[config.mk]
export PLATFORM = sky130hd
export DESIGN_NAME = osc_ctrl
export DESIGN_NICKNAME = d
export VERILOG_FILES = /design/src/osc_pkg.sv /design/src/osc_ctrl.sv
export SDC_FILE = /design/constraint.sdc
export NUM_CORES = 1
export LEC_CHECK = 0
export ABC_AREA = 1
export BUFFER_PORTS_ARGS = -buffer_cell sky130_fd_sc_hd__buf_4
export CAP_MARGIN = 20
export CORE_MARGIN = 2
export CORE_UTILIZATION = 44
export DETAILED_ROUTE_END_ITERATION = 12
export HOLD_SLACK_MARGIN = 0.02
export PLACE_DENSITY = 0.76
export SYNTH_ARGS = -nofsm -noshare
export SYNTH_HDL_FRONTEND = slang
export SYNTH_SLANG_ARGS = --single-unit
[constraint.sdc]
create_clock -name hclk -period 1.4 [get_ports hclk]
set_clock_uncertainty 0.2 [all_clocks]
set_input_delay 0.28 -clock hclk [delete_from_list [all_inputs] [get_ports hclk]]
set_output_delay 0.28 -clock hclk [all_outputs]
set_load 0.005 [all_outputs]
[src/osc_pkg.sv]
// Purpose: Shared constants for the oscillator control register block.
// Assumes: AHB-Lite slave with 32-bit data, one word per register.
// Notes: Offsets are byte addresses; oscillator status arrives from pins.
package osc_pkg;
   localparam logic [7:0] OSC_EXT_CTRL_OFS = 8'hb1;
   localparam logic [7:0] OSC_INT_CTRL_OFS = 8'hb2;
   localparam logic [7:0] OSC_TRIM_OFS = 8'hb3;
   localparam logic [7:0] OSC_IRQ_STAT_OFS = 8'hc0;
   localparam logic [7:0] OSC_IRQ_MASK_OFS = 8'hc4;
   localparam logic [7:0] OSC_ADDR_STRIDE = 8'h04;
   localparam int OSC_ENABLE_BIT = 7;
   localparam int OSC_FREQ_READY_BIT = 6;
   localparam int OSC_SSE_BIT = 7;
   localparam int OSC_VALID_BIT = 7;
   localparam int OSC_MODE_LSB = 4;
   localparam int OSC_RSVD_BIT = 3;
   localparam logic [7:0] OSC_INT_CTRL_RESET = 8'h00;
   // Trim resets to mid-scale, because the calibrated value differs per part.
   localparam logic [7:0] OSC_TRIM_RESET = 8'h40;
   localparam logic [7:0] OSC_EXT_CTRL_RESET = 8'h00;
   localparam logic [2:0] OSC_MODE_OFF0 = 3'h0;
   localparam logic [2:0] OSC_MODE_OFF1 = 3'h1;
   localparam logic [2:0] OSC_MODE_CMOS = 3'h2;
   localparam logic [2:0] OSC_MODE_CMOS_DIV2 = 3'h3;
   localparam logic [2:0] OSC_MODE_RC = 3'h4;
   localparam logic [2:0] OSC_MODE_CAP = 3'h5;
   localparam logic [2:0] OSC_MODE_XTAL_DIV2 = 3'h6;
   localparam logic [1:0] OSC_HTRANS_NONSEQ = 2'h2;
   typedef enum logic [2:0] {
      OSC_SRC_OFF, OSC_SRC_CMOS, OSC_SRC_CMOS_DIV2,
      OSC_SRC_RC, OSC_SRC_CAP, OSC_SRC_XTAL_DIV2
   } osc_src_t;
endpackage

[src/osc_ctrl.sv]
// Purpose: Oscillator control and status registers on an AHB-Lite slave.
// Assumes: Oscillator status pins are asynchronous to hclk.
// Notes: Interrupt status is cleared by reading it.
`timescale 1ns/10ps
// Notes on behaviour
// - Internal oscillator runs while enable bit is one; resets to zero.
// - Frequency ready flag reads one only when oscillator is at frequency.
// - Spread spectrum bit turns dithering on or off; resets to zero.
// - Seven-bit trim: larger value lowers frequency, smaller raises it.
// - External valid flag reads one when external oscillator is stable.
// - In either CMOS clock mode the external valid flag reads zero.
// - Mode decodes: 00x off, 010 CMOS, 011 CMOS/2, 100 RC, 101 C, 110 xtal/2.
// - Bit 3 of external control reads zero; software writes zero.
// - Three-bit drive level sets bias current; all eight codes accepted.
module osc_ctrl
   import osc_pkg::*;
(
   input wire logic hclk,
   input wire logic hresetn,
   input wire logic hsel,
   input wire logic [7:0] haddr,
   input wire logic [1:0] htrans,
   input wire logic hwrite,
   input wire logic [2:0] hsize,
   input wire logic [31:0] hwdata,
   input wire logic hready,
   output logic [31:0] hrdata,
   output logic hreadyout,
   output logic hresp,
   input wire logic int_osc_at_freq,
   input wire logic ext_osc_stable,
   output logic int_osc_enable,
   output logic spread_spectrum_enable,
   output logic [6:0] int_osc_trim,
   output logic [2:0] ext_osc_drive_level,
   output logic [2:0] ext_osc_src,
   output logic irq
);
   logic [7:0] int_rsvd_and_en;
   logic [2:0] ext_osc_mode_sel;
   logic [1:0] sync_ready;
   logic [1:0] sync_stable;
   logic int_osc_freq_ready;
   logic ext_osc_valid;
   logic prev_ready;
   logic prev_valid;
   logic [1:0] irq_stat;
   logic [1:0] irq_mask;
   logic dp_write;
   logic dp_read;
   logic [7:0] dp_addr;
   logic [1:0] evt;
   logic stat_read;
   logic [1:0] stat_clr;
   logic [1:0] next_irq_stat;

   function automatic osc_src_t decode_mode(input logic [2:0] m);
      osc_src_t s;
      s = OSC_SRC_OFF;
      case (m)
         OSC_MODE_CMOS: s = OSC_SRC_CMOS;
         OSC_MODE_CMOS_DIV2: s = OSC_SRC_CMOS_DIV2;
         OSC_MODE_RC: s = OSC_SRC_RC;
         OSC_MODE_CAP: s = OSC_SRC_CAP;
         OSC_MODE_XTAL_DIV2: s = OSC_SRC_XTAL_DIV2;
         default: s = OSC_SRC_OFF;
      endcase
      return s;
   endfunction

   // Address phase capture; every access finishes with no wait state.
   always_ff @(posedge hclk or negedge hresetn)
   begin
      if (!hresetn)
      begin
         dp_write <= 1'b0;
         dp_read <= 1'b0;
         dp_addr <= 8'h00;
      end
      else if (hready)
      begin
         dp_write <= hsel && (htrans == OSC_HTRANS_NONSEQ) && hwrite;
         dp_read <= hsel && (htrans == OSC_HTRANS_NONSEQ) && !hwrite;
         dp_addr <= haddr;
      end
      else
      begin
         dp_write <= 1'b0;
         dp_read <= 1'b0;
      end
   end

   always_ff @(posedge hclk or negedge hresetn)
   begin
      if (!hresetn)
      begin
         hreadyout <= 1'b1;
         hresp <= 1'b0;
      end
      else
      begin
         hreadyout <= 1'b1;
         hresp <= 1'b0;
      end
   end

   // Two-stage synchronisers; only the second stage is looked at.
   always_ff @(posedge hclk or negedge hresetn)
   begin
      if (!hresetn)
      begin
         sync_ready <= 2'h0;
         sync_stable <= 2'h0;
      end
      else
      begin
         sync_ready <= {sync_ready[0], int_osc_at_freq};
         sync_stable <= {sync_stable[0], ext_osc_stable};
      end
   end

   // A disabled oscillator never reports ready.
   assign int_osc_freq_ready = sync_ready[1] && int_osc_enable;
   // CMOS modes have no valid detector, and a disabled circuit is unused.
   assign ext_osc_valid = sync_stable[1]
      && (ext_osc_src != OSC_SRC_CMOS) && (ext_osc_src != OSC_SRC_CMOS_DIV2)
      && (ext_osc_src != OSC_SRC_OFF);

   // A flag may only rise for a pin level that has crossed both stages.
   a_ready_synced: assert property (
      @(posedge hclk) disable iff (!hresetn)
      int_osc_freq_ready |-> $past(int_osc_at_freq, 2) && int_osc_enable)
      else $error("ready flag not backed by pin");

   a_valid_synced: assert property (
      @(posedge hclk) disable iff (!hresetn)
      ext_osc_valid |-> $past(ext_osc_stable, 2))
      else $error("valid flag not backed by pin");

   a_cmos_valid_low: assert property (
      @(posedge hclk) disable iff (!hresetn)
      (ext_osc_src == OSC_SRC_CMOS || ext_osc_src == OSC_SRC_CMOS_DIV2)
      |-> !ext_osc_valid)
      else $error("valid flag set in cmos mode");

   // Bit 3 of the external control word is not stored, so it reads zero.
   always_ff @(posedge hclk or negedge hresetn)
   begin
      if (!hresetn)
      begin
         int_rsvd_and_en <= OSC_INT_CTRL_RESET;
         spread_spectrum_enable <= OSC_TRIM_RESET[OSC_SSE_BIT];
         int_osc_trim <= OSC_TRIM_RESET[6:0];
         ext_osc_mode_sel <= OSC_EXT_CTRL_RESET[6:4];
         ext_osc_drive_level <= OSC_EXT_CTRL_RESET[2:0];
         irq_mask <= 2'h0;
      end
      else if (dp_write)
      begin
         case (dp_addr)
            OSC_INT_CTRL_OFS:
               // Bits 7 and 5:0 are stored, bit 6 is not, so read-modify-write keeps bits 5:0.
               int_rsvd_and_en <= {hwdata[7], 1'b0, hwdata[5:0]};
            OSC_TRIM_OFS:
            begin
               spread_spectrum_enable <= hwdata[OSC_SSE_BIT];
               int_osc_trim <= hwdata[6:0];
            end
            OSC_EXT_CTRL_OFS:
            begin
               ext_osc_mode_sel <= hwdata[6:4];
               ext_osc_drive_level <= hwdata[2:0];
            end
            OSC_IRQ_MASK_OFS:
               irq_mask <= hwdata[1:0];
            default:
               irq_mask <= irq_mask;
         endcase
      end
   end

   a_trim_write: assert property (
      @(posedge hclk) disable iff (!hresetn)
      dp_write && dp_addr == OSC_TRIM_OFS
      |=> int_osc_trim == $past(hwdata[6:0])
      && spread_spectrum_enable == $past(hwdata[OSC_SSE_BIT]))
      else $error("trim write lost");

   a_drive_write: assert property (
      @(posedge hclk) disable iff (!hresetn)
      dp_write && dp_addr == OSC_EXT_CTRL_OFS
      |=> ext_osc_drive_level == $past(hwdata[2:0])
      && ext_osc_mode_sel == $past(hwdata[6:4]))
      else $error("external control write lost");

   a_rsvd_kept: assert property (
      @(posedge hclk) disable iff (!hresetn)
      dp_write && dp_addr == OSC_INT_CTRL_OFS
      |=> int_rsvd_and_en[5:0] == $past(hwdata[5:0]))
      else $error("reserved bits not stored");

   always_ff @(posedge hclk or negedge hresetn)
   begin
      if (!hresetn)
      begin
         int_osc_enable <= 1'b0;
         ext_osc_src <= 3'h0;
      end
      else
      begin
         int_osc_enable <= int_rsvd_and_en[OSC_ENABLE_BIT];
         ext_osc_src <= decode_mode(ext_osc_mode_sel);
      end
   end

   a_enable_follows: assert property (
      @(posedge hclk) disable iff (!hresetn)
      dp_write && dp_addr == OSC_INT_CTRL_OFS
      |-> ##2 int_osc_enable == $past(hwdata[OSC_ENABLE_BIT], 2))
      else $error("enable output did not follow write");

   a_enable_stops: assert property (
      @(posedge hclk) disable iff (!hresetn)
      !int_rsvd_and_en[OSC_ENABLE_BIT] |=> !int_osc_enable)
      else $error("oscillator still enabled after clear");

   a_mode_seven_off: assert property (
      @(posedge hclk) disable iff (!hresetn)
      ext_osc_mode_sel == 3'h7 |=> ext_osc_src == OSC_SRC_OFF)
      else $error("mode seven not treated as off");

   a_decode_off: assert property (
      @(posedge hclk) disable iff (!hresetn)
      ext_osc_mode_sel[2:1] == 2'h0 |=> ext_osc_src == OSC_SRC_OFF)
      else $error("disabled mode not decoded as off");

   a_decode_cmos: assert property (
      @(posedge hclk) disable iff (!hresetn)
      ext_osc_mode_sel == OSC_MODE_CMOS_DIV2
      |=> ext_osc_src == OSC_SRC_CMOS_DIV2)
      else $error("divided clock mode not decoded");

   a_decode_rc: assert property (
      @(posedge hclk) disable iff (!hresetn)
      ext_osc_mode_sel == OSC_MODE_RC
      |=> ext_osc_src == OSC_SRC_RC)
      else $error("rc mode not decoded");

   a_decode_cap: assert property (
      @(posedge hclk) disable iff (!hresetn)
      ext_osc_mode_sel == OSC_MODE_CAP
      |=> ext_osc_src == OSC_SRC_CAP)
      else $error("capacitor mode not decoded");

   a_decode_xtal: assert property (
      @(posedge hclk) disable iff (!hresetn)
      ext_osc_mode_sel == OSC_MODE_XTAL_DIV2
      |=> ext_osc_src == OSC_SRC_XTAL_DIV2)
      else $error("crystal mode not decoded");

   // Rising ready and rising valid are the two interrupt events.
   assign evt = {ext_osc_valid && !prev_valid,
      int_osc_freq_ready && !prev_ready};
   assign stat_read = dp_read && (dp_addr == OSC_IRQ_STAT_OFS);
   // Only the bits that the read returned are cleared: an event that lands
   // between the address and the data phase was not seen and must survive.
   assign stat_clr = stat_read ? hrdata[1:0] : 2'h0;
   // A new event in the read cycle survives the clear.
   assign next_irq_stat = (irq_stat & ~stat_clr) | evt;

   always_ff @(posedge hclk or negedge hresetn)
   begin
      if (!hresetn)
      begin
         prev_ready <= 1'b0;
         prev_valid <= 1'b0;
         irq_stat <= 2'h0;
         irq <= 1'b0;
      end
      else
      begin
         prev_ready <= int_osc_freq_ready;
         prev_valid <= ext_osc_valid;
         irq_stat <= next_irq_stat;
         irq <= |(next_irq_stat & irq_mask);
      end
   end

   a_stat_set_wins: assert property (
      @(posedge hclk) disable iff (!hresetn)
      evt != 2'h0 |=> (irq_stat & $past(evt)) == $past(evt))
      else $error("status event lost");

   a_stat_read_clears: assert property (
      @(posedge hclk) disable iff (!hresetn)
      stat_read && evt == 2'h0 |=> (irq_stat & $past(hrdata[1:0])) == 2'h0)
      else $error("status bits not cleared by read");

   a_irq_level: assert property (
      @(posedge hclk) disable iff (!hresetn)
      irq == |(irq_stat & $past(irq_mask)))
      else $error("interrupt level wrong");

   // Read data is captured in the address phase and stands through the
   // data phase; a status read therefore clears only what it returned.
   always_ff @(posedge hclk or negedge hresetn)
   begin
      if (!hresetn)
         hrdata <= 32'h0000_0000;
      else if (hready && hsel && (htrans == OSC_HTRANS_NONSEQ) && !hwrite)
      begin
         case (haddr)
            OSC_INT_CTRL_OFS:
               hrdata <= {24'h0, int_rsvd_and_en[7], int_osc_freq_ready,
                  int_rsvd_and_en[5:0]};
            OSC_TRIM_OFS:
               hrdata <= {24'h0, spread_spectrum_enable, int_osc_trim};
            OSC_EXT_CTRL_OFS:
               hrdata <= {24'h0, ext_osc_valid, ext_osc_mode_sel, 1'b0,
                  ext_osc_drive_level};
            OSC_IRQ_STAT_OFS:
               hrdata <= {30'h0, irq_stat};
            OSC_IRQ_MASK_OFS:
               hrdata <= {30'h0, irq_mask};
            default:
               hrdata <= 32'h0000_0000;
         endcase
      end
   end

   a_rsvd_bit_zero: assert property (
      @(posedge hclk) disable iff (!hresetn)
      hreadyout && $past(hsel && hready && htrans == OSC_HTRANS_NONSEQ
      && !hwrite && haddr == OSC_EXT_CTRL_OFS)
      |-> hrdata[OSC_RSVD_BIT] == 1'b0)
      else $error("reserved bit read as one");

   a_ready_read_low: assert property (
      @(posedge hclk) disable iff (!hresetn)
      $past(hsel && hready && htrans == OSC_HTRANS_NONSEQ && !hwrite
      && haddr == OSC_INT_CTRL_OFS && !int_osc_enable)
      |-> !hrdata[OSC_FREQ_READY_BIT])
      else $error("ready read as one while oscillator off");

   a_valid_read_low: assert property (
      @(posedge hclk) disable iff (!hresetn)
      $past(hsel && hready && htrans == OSC_HTRANS_NONSEQ && !hwrite
      && haddr == OSC_EXT_CTRL_OFS && ext_osc_src == OSC_SRC_OFF)
      |-> !hrdata[OSC_VALID_BIT])
      else $error("valid read as one while circuit unused");
endmodule

After elaboration in Yosys (flattened, before gate mapping). Index checks and enable logic that the tools add are counted.

Reduce and logical (&&, ||, !) cells: 22. Bitwise operators: 4. Equal/unequal tests: 18. Multiplexer cells: 5.

Operators with widths (count): 8-bit equality test (second input constant) (10); 8-bit case mux with 5 select lines (1); 3-bit case mux with 5 select lines (1); 1-bit logical AND (13); 3-bit equality test (second input constant) (3); 2-bit AND reduction (4); 3-bit by 2-bit equality test with 1-bit output (second input constant) (2); 2-bit AND (2); 1-bit zero test (3); 3-bit by 1-bit inequality test with 1-bit output (second input constant) (1); 3-bit by 2-bit inequality test with 1-bit output (second input constant) (1); 3-bit nonzero test (1); 2-bit equality test (second input constant) (1); 1-bit two-way mux (2); 2-bit two-way mux (1); 2-bit NOT (1); 2-bit bitwise OR (1); 2-bit OR reduction (1).

Bits of input ports: 52. Register bits after elaboration: 78. Output and inout port bits: 50.

Logic depth before layout (Yosys ltp). Gate-level depths: netlist of run 1.

Depth after elaboration: 8. Mapped depth: 8.

Worst setup path after synthesis of run 1. OpenSTA, ideal clock, no wires.

Kind: flip-flop to flip-flop. Start: reg dp_addr[6]. End: reg int_osc_trim[4]. Period minus slack after synthesis: 1423 ps. Path slack: -23 ps. Cell stages (with the launch flop): 6. Arrival: 1103 ps. Cell sequence: dfrtp_1 > nor3_4 > nand4_2 > buf_6 > nand2_1 > o21ai_2.

Word-level cells in the longest chain between the ends: 2.

Ends and longest elaborated chain: start: declaration (line osc_ctrl.sv:51) `logic [7:0] dp_addr;`; start signal: assignment (line osc_ctrl.sv:84) `dp_addr <= haddr;`; 8-bit equality test (line osc_ctrl.sv:160) `case (dp_addr)`; 2-bit AND reduction (no source line); end signal: assignment (line osc_ctrl.sv:153) `int_osc_trim <= OSC_TRIM_RESET[6:0];`; end signal: assignment (line osc_ctrl.sv:167) `int_osc_trim <= hwdata[6:0];`; end: declaration (line osc_ctrl.sv:34) `output logic [6:0] int_osc_trim,`.

No other way between the ends. A chain may end at the register's enable or synchronous reset.

Worst setup path in the final report of run 1.
Start: reg dp_addr[6]. End: reg int_osc_trim[1].

Same word-level chain as after synthesis.

==> results of run 1 <==
[flip-flops by register name, summed over array words and instances (netlist names), 3 cells and up]
register / count
ext_osc_src: 3
hrdata: 8
ext_osc_drive_level: 3
int_osc_trim: 7
ext_osc_mode_sel: 3
dp_addr: 8
int_rsvd_and_en: 7
[placed cells by master (no fill, tap or decap), types with 2 or more instances in the layout]
cell type,n
nand4_2,2
or2_2,3
nor3_2,2
nand2_1,62
dlygate4sd3_1,7
o21ai_1,7
dfrtp_1,53
nand2_2,15
a21oi_1,9
buf_6,2
o21ai_0,7
nand3_1,34
buf_12,4
nor2_1,18
buf_4,62
clkbuf_8,6
nor2_2,6
o21ai_2,15
inv_1,28
conb_1,26
[per-stage QoR]
step | cell area [um^2] | utilization, % | power, uW
final | 3320 | 57.1 | 2890
after global placement | 3070 | 52.7 | 2000
after global routing | 3320 | 57.1 | 3010
after detailed placement | 3070 | 52.7 | 2010
after floorplan | 2690 | - | 1880
after CTS | 3280 | 56.4 | 2910
[area by class of cell]
cell class / count / share of cell area [%]
clock buffers: 7 / 2.60
clock inverters: 1 / 0.151
inverters: 29 / 3.28
multi-input cells: 209 / 31.3
flip-flops and latches: 54 / 40.7
well taps: 75 / 2.82
repair buffers: 75 / 19.2
[worst max path at each step]
stage,startpoint,end,cells past startpoint
final,dp_addr[6],int_osc_trim[1],5
after global routing,dp_addr[6],int_osc_trim[3],5
after global placement,dp_addr[6],ext_osc_drive_level[0],5
after detailed placement,dp_addr[6],ext_osc_mode_sel[2],5
after floorplan,dp_addr[6],int_osc_trim[4],5
after CTS,dp_addr[6],int_osc_trim[1],5
[cell families after synthesis]
logic type / Yosys count
DFF: 54
AOI/OAI and AO/OA: 38
and+or+nand+nor: 145
other: 2
buffers and inverters: 63
[routing by layer]
layer / GRT usage, % / share of wire, %
met4: 6.78 / 2.1
met1: 22.5 / 43
met2: 29.3 / 49
met5: 0 / 0
met3: 3.89 / 5.6
[worst max-delay path, cell delays in order (launching register included)]
cell,delay (ps)
dfrtp_1,430
nor3_4,280
nand4_2,150
buf_12,190
nand2_1,70
o21ai_2,50
[power groups by stage]
stage	combinational [uW]	sequential [uW]	clock, uW
after floorplan	200	1680	0
after global placement	306	1690	0
after detailed placement	317	1690	0
after CTS	340	1660	903
after global routing	386	1670	952
final	339	1670	885
[what timing repair did]
| item | in CTS | in global routing |
|---|---|---|
| resized for setup | 13 | 9 |
| endpoints found under the hold margin | 60 | 0 |
| pin swaps | 1 | 1 |
| cloned | 0 | 0 |
| setup buffers | 2 | 3 |
| hold buffers | 7 | 0 |
| endpoints found under the setup margin | 23 | 27 |
==> impl_summary.md, run 1 <==
Finish
The register area is 1350 um^2. Summing all multi-input logic gate instances after layout gives 1040 um^2. The fraction of final layout cells with drive strength greater than 1 is 32.3%. The antenna diode instance count is 0. The total number of nets in the final design is 426.

The post-layout instance count excluding filler cells is 450. The final-layout fill cell count is 521. The area growth from synthesis to layout is 27.6%.

Synth
In the synthesized netlist, the cells that appear most often are nand2_1 (77), dfrtp_1 (53), nand3_1 (34). In this run, synthesis produced a sequential element count of 54. Of all cell types, the one taking the most synthesized area is dfrtp_1. In the synthesized netlist, the number of instances is 302. The portion of synthesized cell area occupied by the leading cell type is 50.9%. The synthesized netlist devotes 0% of its cell area to adder and majority cells.

After synthesis, the cell types taking the most area are dfrtp_1 (51%), nand2_1 (11%), buf_4 (8.1%). Summing the sequential cell areas from Yosys gives 51.9% of the chip area. Summing the areas of all compound-gate instances in the mapped netlist gives 9.32% of the synthesized area. nand2_1 is the most common cell in the netlist.

After synthesis, the share of flip-flops with an asynchronous set or reset is 100%. The combinational family with the most area after synthesis is simple AND/OR/NAND/NOR gates. The mean post-synth cell area is 8.62 um^2. Of the total synthesized cell area, the portion taken by AND, OR, NAND and NOR gates is 24.8%. The commonest register cell after synthesis is dfrtp_1. The number of enable-type register cells in the synthesized netlist is 0.

The share of synthesized area spent on multiplexers is 0%. The mapped cell area is 2600 um^2. The synthesis warning total is 0.

In this run, distinct cell masters in the synthesized netlist total 24. The xor/xnor share of the synthesized area is 0%.

Clock tree
For this design, the sink count on the clock tree is 54. The H-tree was split into 2 levels. The cell at the root of the clock tree is clkbuf_8. The clock-pin transition on the worst setup and hold timing paths is 90 ps. TritonCTS built the clock tree. TritonCTS created 5 clock buffers. The clock passes through at most 2 buffers. At the later pin of the worst-skew pair, clock insertion delay measures 310 ps.

Global routing
The first global-routing pass estimated 8860 um of wire. The pin count of the biggest net entering global routing is 29. The total overflow left after global routing is 0. The initial antenna violation count was 0.

The number of global-route vias before repair came to 1986. Global routing used 17.6% of the available tracks across all layers.

Power and ir drop
The switching power of the nets is 716 uW. The standby leakage power is 0.00173 uW. The switching power share of the total is 24.8%.

The part of the power in the clock network is 30.6%. The internal power of the cells totals 2170 uW. The sequential power share is 57.6%.

Dividing total power by cell area gives a power density of 869 nW/um^2. In this run, the combinational gates consume 11.7% of the power. VDD sags by at most 686 uV.

Worst setup path
The critical path arrival is 1490 ps. The maximum fanout along the worst path is 16. The worst endpoint required time is 1410 ps.

Counting cells, the worst reg-to-reg path comes to 5. The register-to-register setup slack is -90 ps. The startpoint of the worst-slack reg-to-reg timing path is dp_addr[6]. The worst setup path is of the reg2reg kind. The capture instance of the worst register-to-register path is int_osc_trim[1]. The nature of the critical path startpoint is a flop.

The capturing element type of the critical path is a flop.

Min path
The worst hold path belongs to the class in2reg. The path with the worst hold slack has its endpoint at dp_addr[1]. The worst hold path was traced through 3 stages.

The worst hold path begins at haddr[1].

Floorplanning
The y dimension of the die is 80.9 um. The effective utilization at floorplan is 44.8%. The die span in x is 80.9 um. The total die area is 6550 um^2. The region available for standard cell placement spans 5820 um^2. The number of placed I/O pins is 102.

The row count is 28.

Placement
In this run, placement finished with an instance count of 430. The placer's final routability congestion estimate is 0.827. The number of buffers inserted by port buffering is 48. The placed wire-length estimate after detailed placement is 3970 um. The setup slack after placement is -84.6 ps.

Detailed routing
The detail route stage leaves a number of antenna-violating nets equal to 0. The total wire length is 5460 um. The violation count after the first detailed-routing iteration is 172. The number of search-and-repair iterations in the first detailed-routing pass is 4.

In the final routed layout, each cell accounts on average for 12.1 um. Across all layers, the routed design uses 2153 vias. The remaining routing DRC violations is 0. The via-per-instance ratio is 4.78.

Status
The final reports fail on negative setup slack. The flow ran to the end, but the final reports show violations.

STA
The number of endpoints failing setup at the final stage is 22. Static timing analysis puts the maximum clock frequency at 673 MHz. Across all setup checks in the final design, the least slack found is -85.8 ps. After layout, the worst path uses 106% of the clock period. Setup repair after global routing could not meet its margin everywhere. Final hold analysis gives a worst-case slack of 30.7 ps. The final number of hold-violating endpoints is 0. The max-slew violation count is 0. In the final timing run, aggregate negative setup slack is -1480 ps. Subtracting the final worst setup slack from the clock period gives 1490 ps.

Job
The tool flagged a number of max-cap violations equal to 0.
Note: power is estimated with default switching activity, not from simulation.
==> run 2, diff against run 1 <==
--- a/config.mk
+++ b/config.mk
@@ -13,6 +13,7 @@
 export DETAILED_ROUTE_END_ITERATION = 12
 export HOLD_SLACK_MARGIN = 0.02
 export PLACE_DENSITY = 0.76
+export RECOVER_POWER = 100
 export SYNTH_ARGS = -nofsm -noshare
 export SYNTH_HDL_FRONTEND = slang
 export SYNTH_SLANG_ARGS = --single-unit
==> impl_summary.md, run 2 (same netlist as run 1, synthesis figures left out) <==
Status
The checks that failed: negative setup slack. The run finished, with violations left.

Global routing
The aggregate global routing overflow came to 0 (unchanged). The pin count of the biggest net entering global routing was 29 (unchanged). The first-pass GRT wire length is 8860 um (unchanged). The number of global-route vias before repair came to 1986 (unchanged).

The global-route usage over all layers is 17.6% (unchanged). The initial antenna violation count is 0 (unchanged).

Finish
The fraction of final layout cells with drive strength greater than 1 came to 31.5% (-0.80 points). The largest registers in the layout are dp_addr (8), hrdata (8). The library cell used most frequently in the layout, excluding fill and tap cells, is nand2_1. The top cell types in the final layout, fill and taps aside, are nand2_1 (62), dfrtp_1 (53), nand3_1 (34), clkbuf_4 (29), buf_4 (29).

The total number of nets in the final design was 426 (unchanged). The register area was 1350 um^2 (unchanged). The area of the multi-input gates is 1040 um^2 (unchanged). The final design utilization was 56.9% (-0.24 points). The relative area change from synthesis to final layout is 27.1%. The antenna diode instance count is 0 (unchanged). The final-layout fill cell count is 524 (+0.58%).

STA
The final worst setup slack is -84.6 ps (+1.24 ps). The minimum clock period is 1480 ps (-1.24 ps). The worst max-slew margin expressed relative to the limit is 52.8%.

The number of endpoints failing setup at the final stage was 23 (+4.5%). The highest clock rate is 674 MHz (about the same). The max-slew violation count is 0 (unchanged). The aggregate negative setup slack came to -1440 ps (+38.8 ps). The final number of hold-violating endpoints came to 0 (unchanged). The fraction of the cycle the final worst path needs is 106% (about the same).

At the pin with the least slew margin, the transition time is 708 ps. Setup repair after global routing could not meet its margin everywhere.

Worst setup path
The nature of the critical path startpoint is a flop. The capturing element type of the critical path is a flop. Grouping stages by cell kind, the critical path spends the most delay in simple AND/OR/NAND/NOR gates. The maximum fanout along the worst path is 16 (unchanged). The worst endpoint required time was 1410 ps (about the same). The largest stage delay on the critical path came to 430 ps (about the same). The critical-path cell with the highest stage delay is dfrtp_1. The critical path arrival is 1490 ps (about the same).

The critical path class is reg2reg. Traced cell by cell, the critical path runs through nor3_4 > nand4_2 > buf_12 > nand2_1 > o21ai_2. The number of buffers and inverters on the critical path is 1 (unchanged).

Power and ir drop
The maximum resistive drop on vdd came to 680 uV (-0.93%). The design internal power is 2170 uW (-0.30%). The switching power share of the total came to 24.8% (+0.039 points). The sequential power share is 57.8% (+0.2 points). The combinational fraction of design power came to 11.5% (-0.2 points). The total power density per cell area is 871 nW/um^2 (+0.16%). The standby leakage power is 0.00171 uW (-1.0%). The switching power of the nets is 715 uW (about the same). The part of the power in the clock network is 30.7% (about the same).

Clock tree
The H-tree depth is 2 (unchanged). The clock network latency to the later pin of the worst-skew pair is 310 ps (about the same). The number of buffers created by CTS is 5 (unchanged). The cell at the root of the clock tree is clkbuf_8. The clock net sink count is 54 (unchanged). TritonCTS built the clock tree. The maximum buffer depth of the clock tree came to 2 (unchanged).

The clock-pin transition on the worst setup and hold timing paths was 90 ps (about the same).

Detailed routing
The total wire length is 5410 um (-1.0%). The number of search-and-repair iterations in the first detailed-routing pass is 5 (+1). The count of antenna-violating nets left after detailed routing is 0 (unchanged). The violation count after the first detailed-routing iteration is 163 (-5.2%).

The remaining routing DRC violations came to 0 (unchanged). The via total after detailed routing came to 2144 (-0.42%). The via-per-instance ratio came to 4.76 (-0.42%). The detailed-route wire length per cell is 12.0 um (-1.0%).

Min path
In this run the worst hold path is classified as in2reg.

Floorplanning
The die span in x is 80.9 um (unchanged). The y dimension of the die is 80.9 um (unchanged). The row count is 28 (unchanged). The effective utilization at floorplan is 44.8% (unchanged). The number of placed I/O pins came to 102 (unchanged). The floorplan core area came to 5820 um^2 (unchanged). The total die area is 6550 um^2 (unchanged).

Placement
The placer's final routability congestion estimate is 0.827 (unchanged). The number of buffers inserted by port buffering is 48 (unchanged). The placed wire-length estimate after detailed placement is 3970 um (unchanged).

Job
The number of max-cap violations is 0 (unchanged).
## run 2: changes by cell type in the layout (fill, tap and decap cells not counted), sizes merged
| cell | previous run | this run |
|---|---|---|
| buf | 68 | 35 |
| clkbuf | 7 | 40 |
## run 2: metrics by stage
stage / setup slack [ps] / instance area, um^2 / std cells / total power, uW / hold slack (ps)
floorplan: -22.5 / 2690 / 326 / 1880 / -216
global placement: -53.7 / 3070 / 430 / 2000 / 12.4
detailed placement: -84.6 / 3070 / 430 / 2010 / 21.5
global route: -172 / 3310 / 450 / 3010 / 38.1
CTS: -86.6 / 3280 / 447 / 2910 / 29.9
finish: -84.6 / 3310 / 450 / 2880 / 31.8
## run 2: repair_timing
item | in CTS | in global routing
pin swaps | 1 | 1
gates resized for setup | 13 | 9
endpoints found under the setup margin | 23 | 27
buffers inserted | 2 | 3
hold buffers | 7 | 0
hold endpoints to repair | 60 | 0
## run 2: final timing paths
kind                       depth (start not counted)  slack (ps)          start              end
max reg2reg                                        5         -80     dp_addr[6]  int_osc_trim[1]
min reg2reg                                        0         150  sync_ready[0]    sync_ready[1]
min in group asynchronous                          2         350        hresetn         dp_write
max in group asynchronous                          3          60        hresetn        hrdata[3]
max                                                5         -80     dp_addr[6]  int_osc_trim[1]
min                                                3          30      hwdata[3]  int_osc_trim[3]
## run 2: layer usage
layer  vias to the layer above  GRT usage (%)  part of all wire, %
li1                       1052              -                    -
met1                      1013           22.5                   43
met2                        67           29.3                   49
met3                        12           3.89                  5.8
met4                         0           6.78                  2.2
met5                         -              0                    0
## run 2: power groups by stage
stage          combinational [uW]  sequential (uW)  clock [uW]
2_1_floorplan                 200             1680           0
3_3_place_gp                  306             1690           0
3_5_place_dp                  317             1690           0
4_1_cts                       340             1660         903
5_1_grt                       380             1670         952
6_report                      333             1660         884
## run 2: final cells by class
class	instances	area share, %
Clock inverter	1	0.151
Sequential cell	54	40.9
Tap cell	75	2.84
Clock buffer	7	2.61
Multi-Input combinational cell	209	31.4
Timing Repair Buffer	75	18.9
Inverter	29	3.29
## run 2: worst register-to-register path, stage by stage (launching register included)
cell and delay [ps]:
dfrtp_1 430, nor3_4 280, nand4_2 150, buf_12 190, nand2_1 80, o21ai_2 50
==> run 3, diff against run 2 <==
--- a/config.mk
+++ b/config.mk
@@ -6,14 +6,15 @@
 export NUM_CORES = 1
 export LEC_CHECK = 0
 export ABC_AREA = 1
-export BUFFER_PORTS_ARGS = -buffer_cell sky130_fd_sc_hd__buf_4
 export CAP_MARGIN = 20
 export CORE_MARGIN = 2
-export CORE_UTILIZATION = 44
+export CORE_UTILIZATION = 50
 export DETAILED_ROUTE_END_ITERATION = 12
+export DONT_BUFFER_PORTS = 1
 export HOLD_SLACK_MARGIN = 0.02
-export PLACE_DENSITY = 0.76
+export PLACE_DENSITY = 0.68
 export RECOVER_POWER = 100
+export SLEW_MARGIN = 20
 export SYNTH_ARGS = -nofsm -noshare
 export SYNTH_HDL_FRONTEND = slang
 export SYNTH_SLANG_ARGS = --single-unit
==> impl_summary.md, run 3 (same netlist as run 1, synthesis figures left out) <==
Worst setup path
The family with the most delay on the worst path is simple AND/OR/NAND/NOR gates. The number of buffers and inverters on the critical path is 2 (+1). The worst setup path is captured at a flop. The slowest stage of the critical path is the dfrtp_1 cell. The worst endpoint required time is 1400 ps (about the same).

The critical path class is reg2reg. Traced cell by cell, the critical path runs through nor3_4 > buf_4 > nand4_2 > buf_12 > nand2_1 > o21ai_2. The critical path arrival was 1550 ps (+60 ps). STA classifies the critical path startpoint as a flop. The maximum fanout along the worst path is 16 (unchanged). The largest stage delay on the critical path is 410 ps (-20 ps).

STA
The max-slew violation count is 0 (unchanged). The worst hold margin is -548 ps (-580 ps). The highest clock rate is 646 MHz (-4.1%). Setup repair after global routing could not meet its margin everywhere. The final number of hold-violating endpoints is 54 (+54).

The worst max-slew margin expressed relative to the limit is 63.9% (+11 points). The fraction of the cycle the final worst path needs is 111% (+4.5 points). The minimum clock period is 1550 ps (+63.6 ps). The transition time at the pin with the least slew margin was 542 ps (-166 ps). The number of endpoints failing setup at the final stage is 26 (+13%). The final worst setup slack is -148 ps (-63.6 ps).

Power and ir drop
The switching power share of the total was 23.3% (-1.5 points). The design internal power is 2270 uW (+4.8%). The standby leakage power was 0.00158 uW (-7.9%). The combinational fraction of design power was 8.7% (-2.8 points).

The total power density per cell area is 954 nW/um^2 (+9.6%). The overall power consumption is 2960 uW (+2.7%). The sequential power share was 56.4% (-1.4 points). The switching power of the nets was 690 uW (-3.6%). The part of the power in the clock network is 34.9% (+4.2 points). The maximum resistive drop on vdd is 537 uV (-21%).

Finish
The antenna diode instance count is 0 (unchanged). In the final layout, the registers with the most flip-flops are dp_addr (8), hrdata (8). The final design utilization is 61.1% (+4.2 points). The library cells used most frequently in the layout, excluding fill and tap cells, are nand2_1 (72), dfrtp_1 (52), nand3_1 (34), inv_1 (27), conb_1 (26). Relative to the synthesized area, the layout overhead comes to 19.1%.

The fraction of final layout cells with drive strength greater than 1 was 18.2% (-13 points). The register area is 1350 um^2 (about the same). The final-layout fill cell count is 461 (-12%). The total number of nets in the final design is 391 (-8.2%). The area of the multi-input gates is 1020 um^2 (-1.4%).

The leading cell type in the layout, fill and taps excluded is nand2_1. The post-layout instance count excluding filler cells is 410 (-8.9%).

Clock tree
TritonCTS built the clock tree. The clock-pin transition on the worst setup and hold timing paths came to 90 ps (about the same). The clock net sink count is 54 (unchanged). The clock network latency to the later pin of the worst-skew pair came to 310 ps (about the same). The cell at the root of the clock tree is clkbuf_8. The number of buffers created by CTS is 5 (unchanged). The maximum buffer depth of the clock tree was 2 (unchanged). The H-tree depth came to 2 (unchanged). The number of buffers inserted for hold repair after clock tree synthesis is 21 (+14).

Min path
The worst hold path class is in2async.

Floorplanning
The row count is 26 (-7.1%). The number of placed I/O pins is 102 (unchanged). The total die area is 5800 um^2 (-11%). The floorplan core area came to 5070 um^2 (-13%). The die span in x was 76.2 um (-5.9%). The effective utilization at floorplan came to 51.3% (+6.5 points). The y dimension of the die was 76.2 um (-5.9%).

Global routing
The aggregate global routing overflow was 0 (unchanged). The first-pass GRT wire length is 9270 um (+4.7%). The global-route usage over all layers is 20.4% (+2.8 points). The pin count of the biggest net entering global routing is 55 (+90%). The initial antenna violation count is 0 (unchanged). The number of global-route vias before repair came to 1956 (-1.5%).

Status
The run finished, with violations left. The final reports fail on negative hold slack, negative setup slack.

Detailed routing
The count of antenna-violating nets left after detailed routing was 0 (unchanged). The violation count after the first detailed-routing iteration came to 127 (-22%). The number of search-and-repair iterations in the first detailed-routing pass was 4 (-1). The via-per-instance ratio is 4.88 (+2.3%). The detailed-route wire length per cell is 13.7 um (+14%). The total wire length is 5610 um (+3.8%). The remaining routing DRC violations is 0 (unchanged). The via total after detailed routing is 1999 (-6.8%).

Placement
The placed wire-length estimate after detailed placement is 3750 um (-5.4%). The placer's final routability congestion estimate is 0.796 (-3.8%). The number of cells after detailed placement is 375 (-13%). The number of buffers inserted by port buffering came to 0 (-100%).

Job
The number of max-cap violations was 0 (unchanged).
run 3: cell count changes in the layout (fill, tap and decap cells not counted), moves of 2 or more:
cell	before	now
buf_4	29	12
clkbuf_4	29	0
clkbuf_1	4	2
dlygate4sd3_1	7	19
nand2_1	62	72
nand2_2	15	4
o21ai_1	7	5
run 3: metal layers:
layer	track usage [%]	wire length (um)
met5	0	0
met1	26.6	2380
met3	4.38	308
met4	7.45	96
met2	33.8	2830
run 3: layout make-up:
cell class,instances,area share (%)
sequential,54,43.7
multi-input combinational,209,33.0
timing repair buffer,40,13.4
inverter,29,3.51
tap,70,2.82
clock buffer,6,2.34
clock inverter,2,1.21
run 3: path summary, 6_finish.rpt:
| path | from | to | slack (ps) | cells past startpoint |
|---|---|---|---|---|
| max | dp_addr[6] | int_osc_trim[3] | -150 | 6 |
| min | hresetn | ext_osc_drive_level[0] | -550 | 0 |
| max reg2reg | dp_addr[6] | int_osc_trim[3] | -150 | 6 |
| min reg2reg | sync_ready[0] | sync_ready[1] | 160 | 0 |
| max in group asynchronous | hresetn | int_osc_trim[6] | 1360 | 0 |
| min in group hclk | hwrite | dp_write | 130 | 3 |
run 3: metrics by stage:
stage / cell area [um^2] / hold slack, ps / setup slack, ps / setup TNS [ps]
after floorplan: 2690 / -216 / -22.5 / -43.3
after global placement: 2670 / -214 / -49.6 / -771
after detailed placement: 2670 / -214 / -107 / -1780
after CTS: 3060 / -556 / -115 / -2360
after global routing: 3100 / -562 / -274 / -6250
final: 3100 / -548 / -148 / -3050
run 3: power groups by stage:
stage / clock network [uW] / logic, uW / registers (uW)
finish: 1030 / 258 / 1670
global route: 1110 / 290 / 1680
CTS: 1060 / 243 / 1670
detailed placement: 0 / 181 / 1700
global placement: 0 / 175 / 1700
floorplan: 0 / 200 / 1680
run 3: what timing repair did:
action / in CTS / in global routing
buffers inserted: 3 / 2
pin swaps: 0 / 0
setup endpoints to repair: 22 / 41
resized for setup: 5 / 13
gates cloned: 1 / 0
endpoints found under the hold margin: 85 / 54
run 3: worst reg2reg max path, delay by kind of cell, from the launching register on:
kind | cells | cell delay [ps]
compound gates | 1 | 50
buf+inv | 2 | 350
flops | 1 | 410
simple gates | 3 | 430
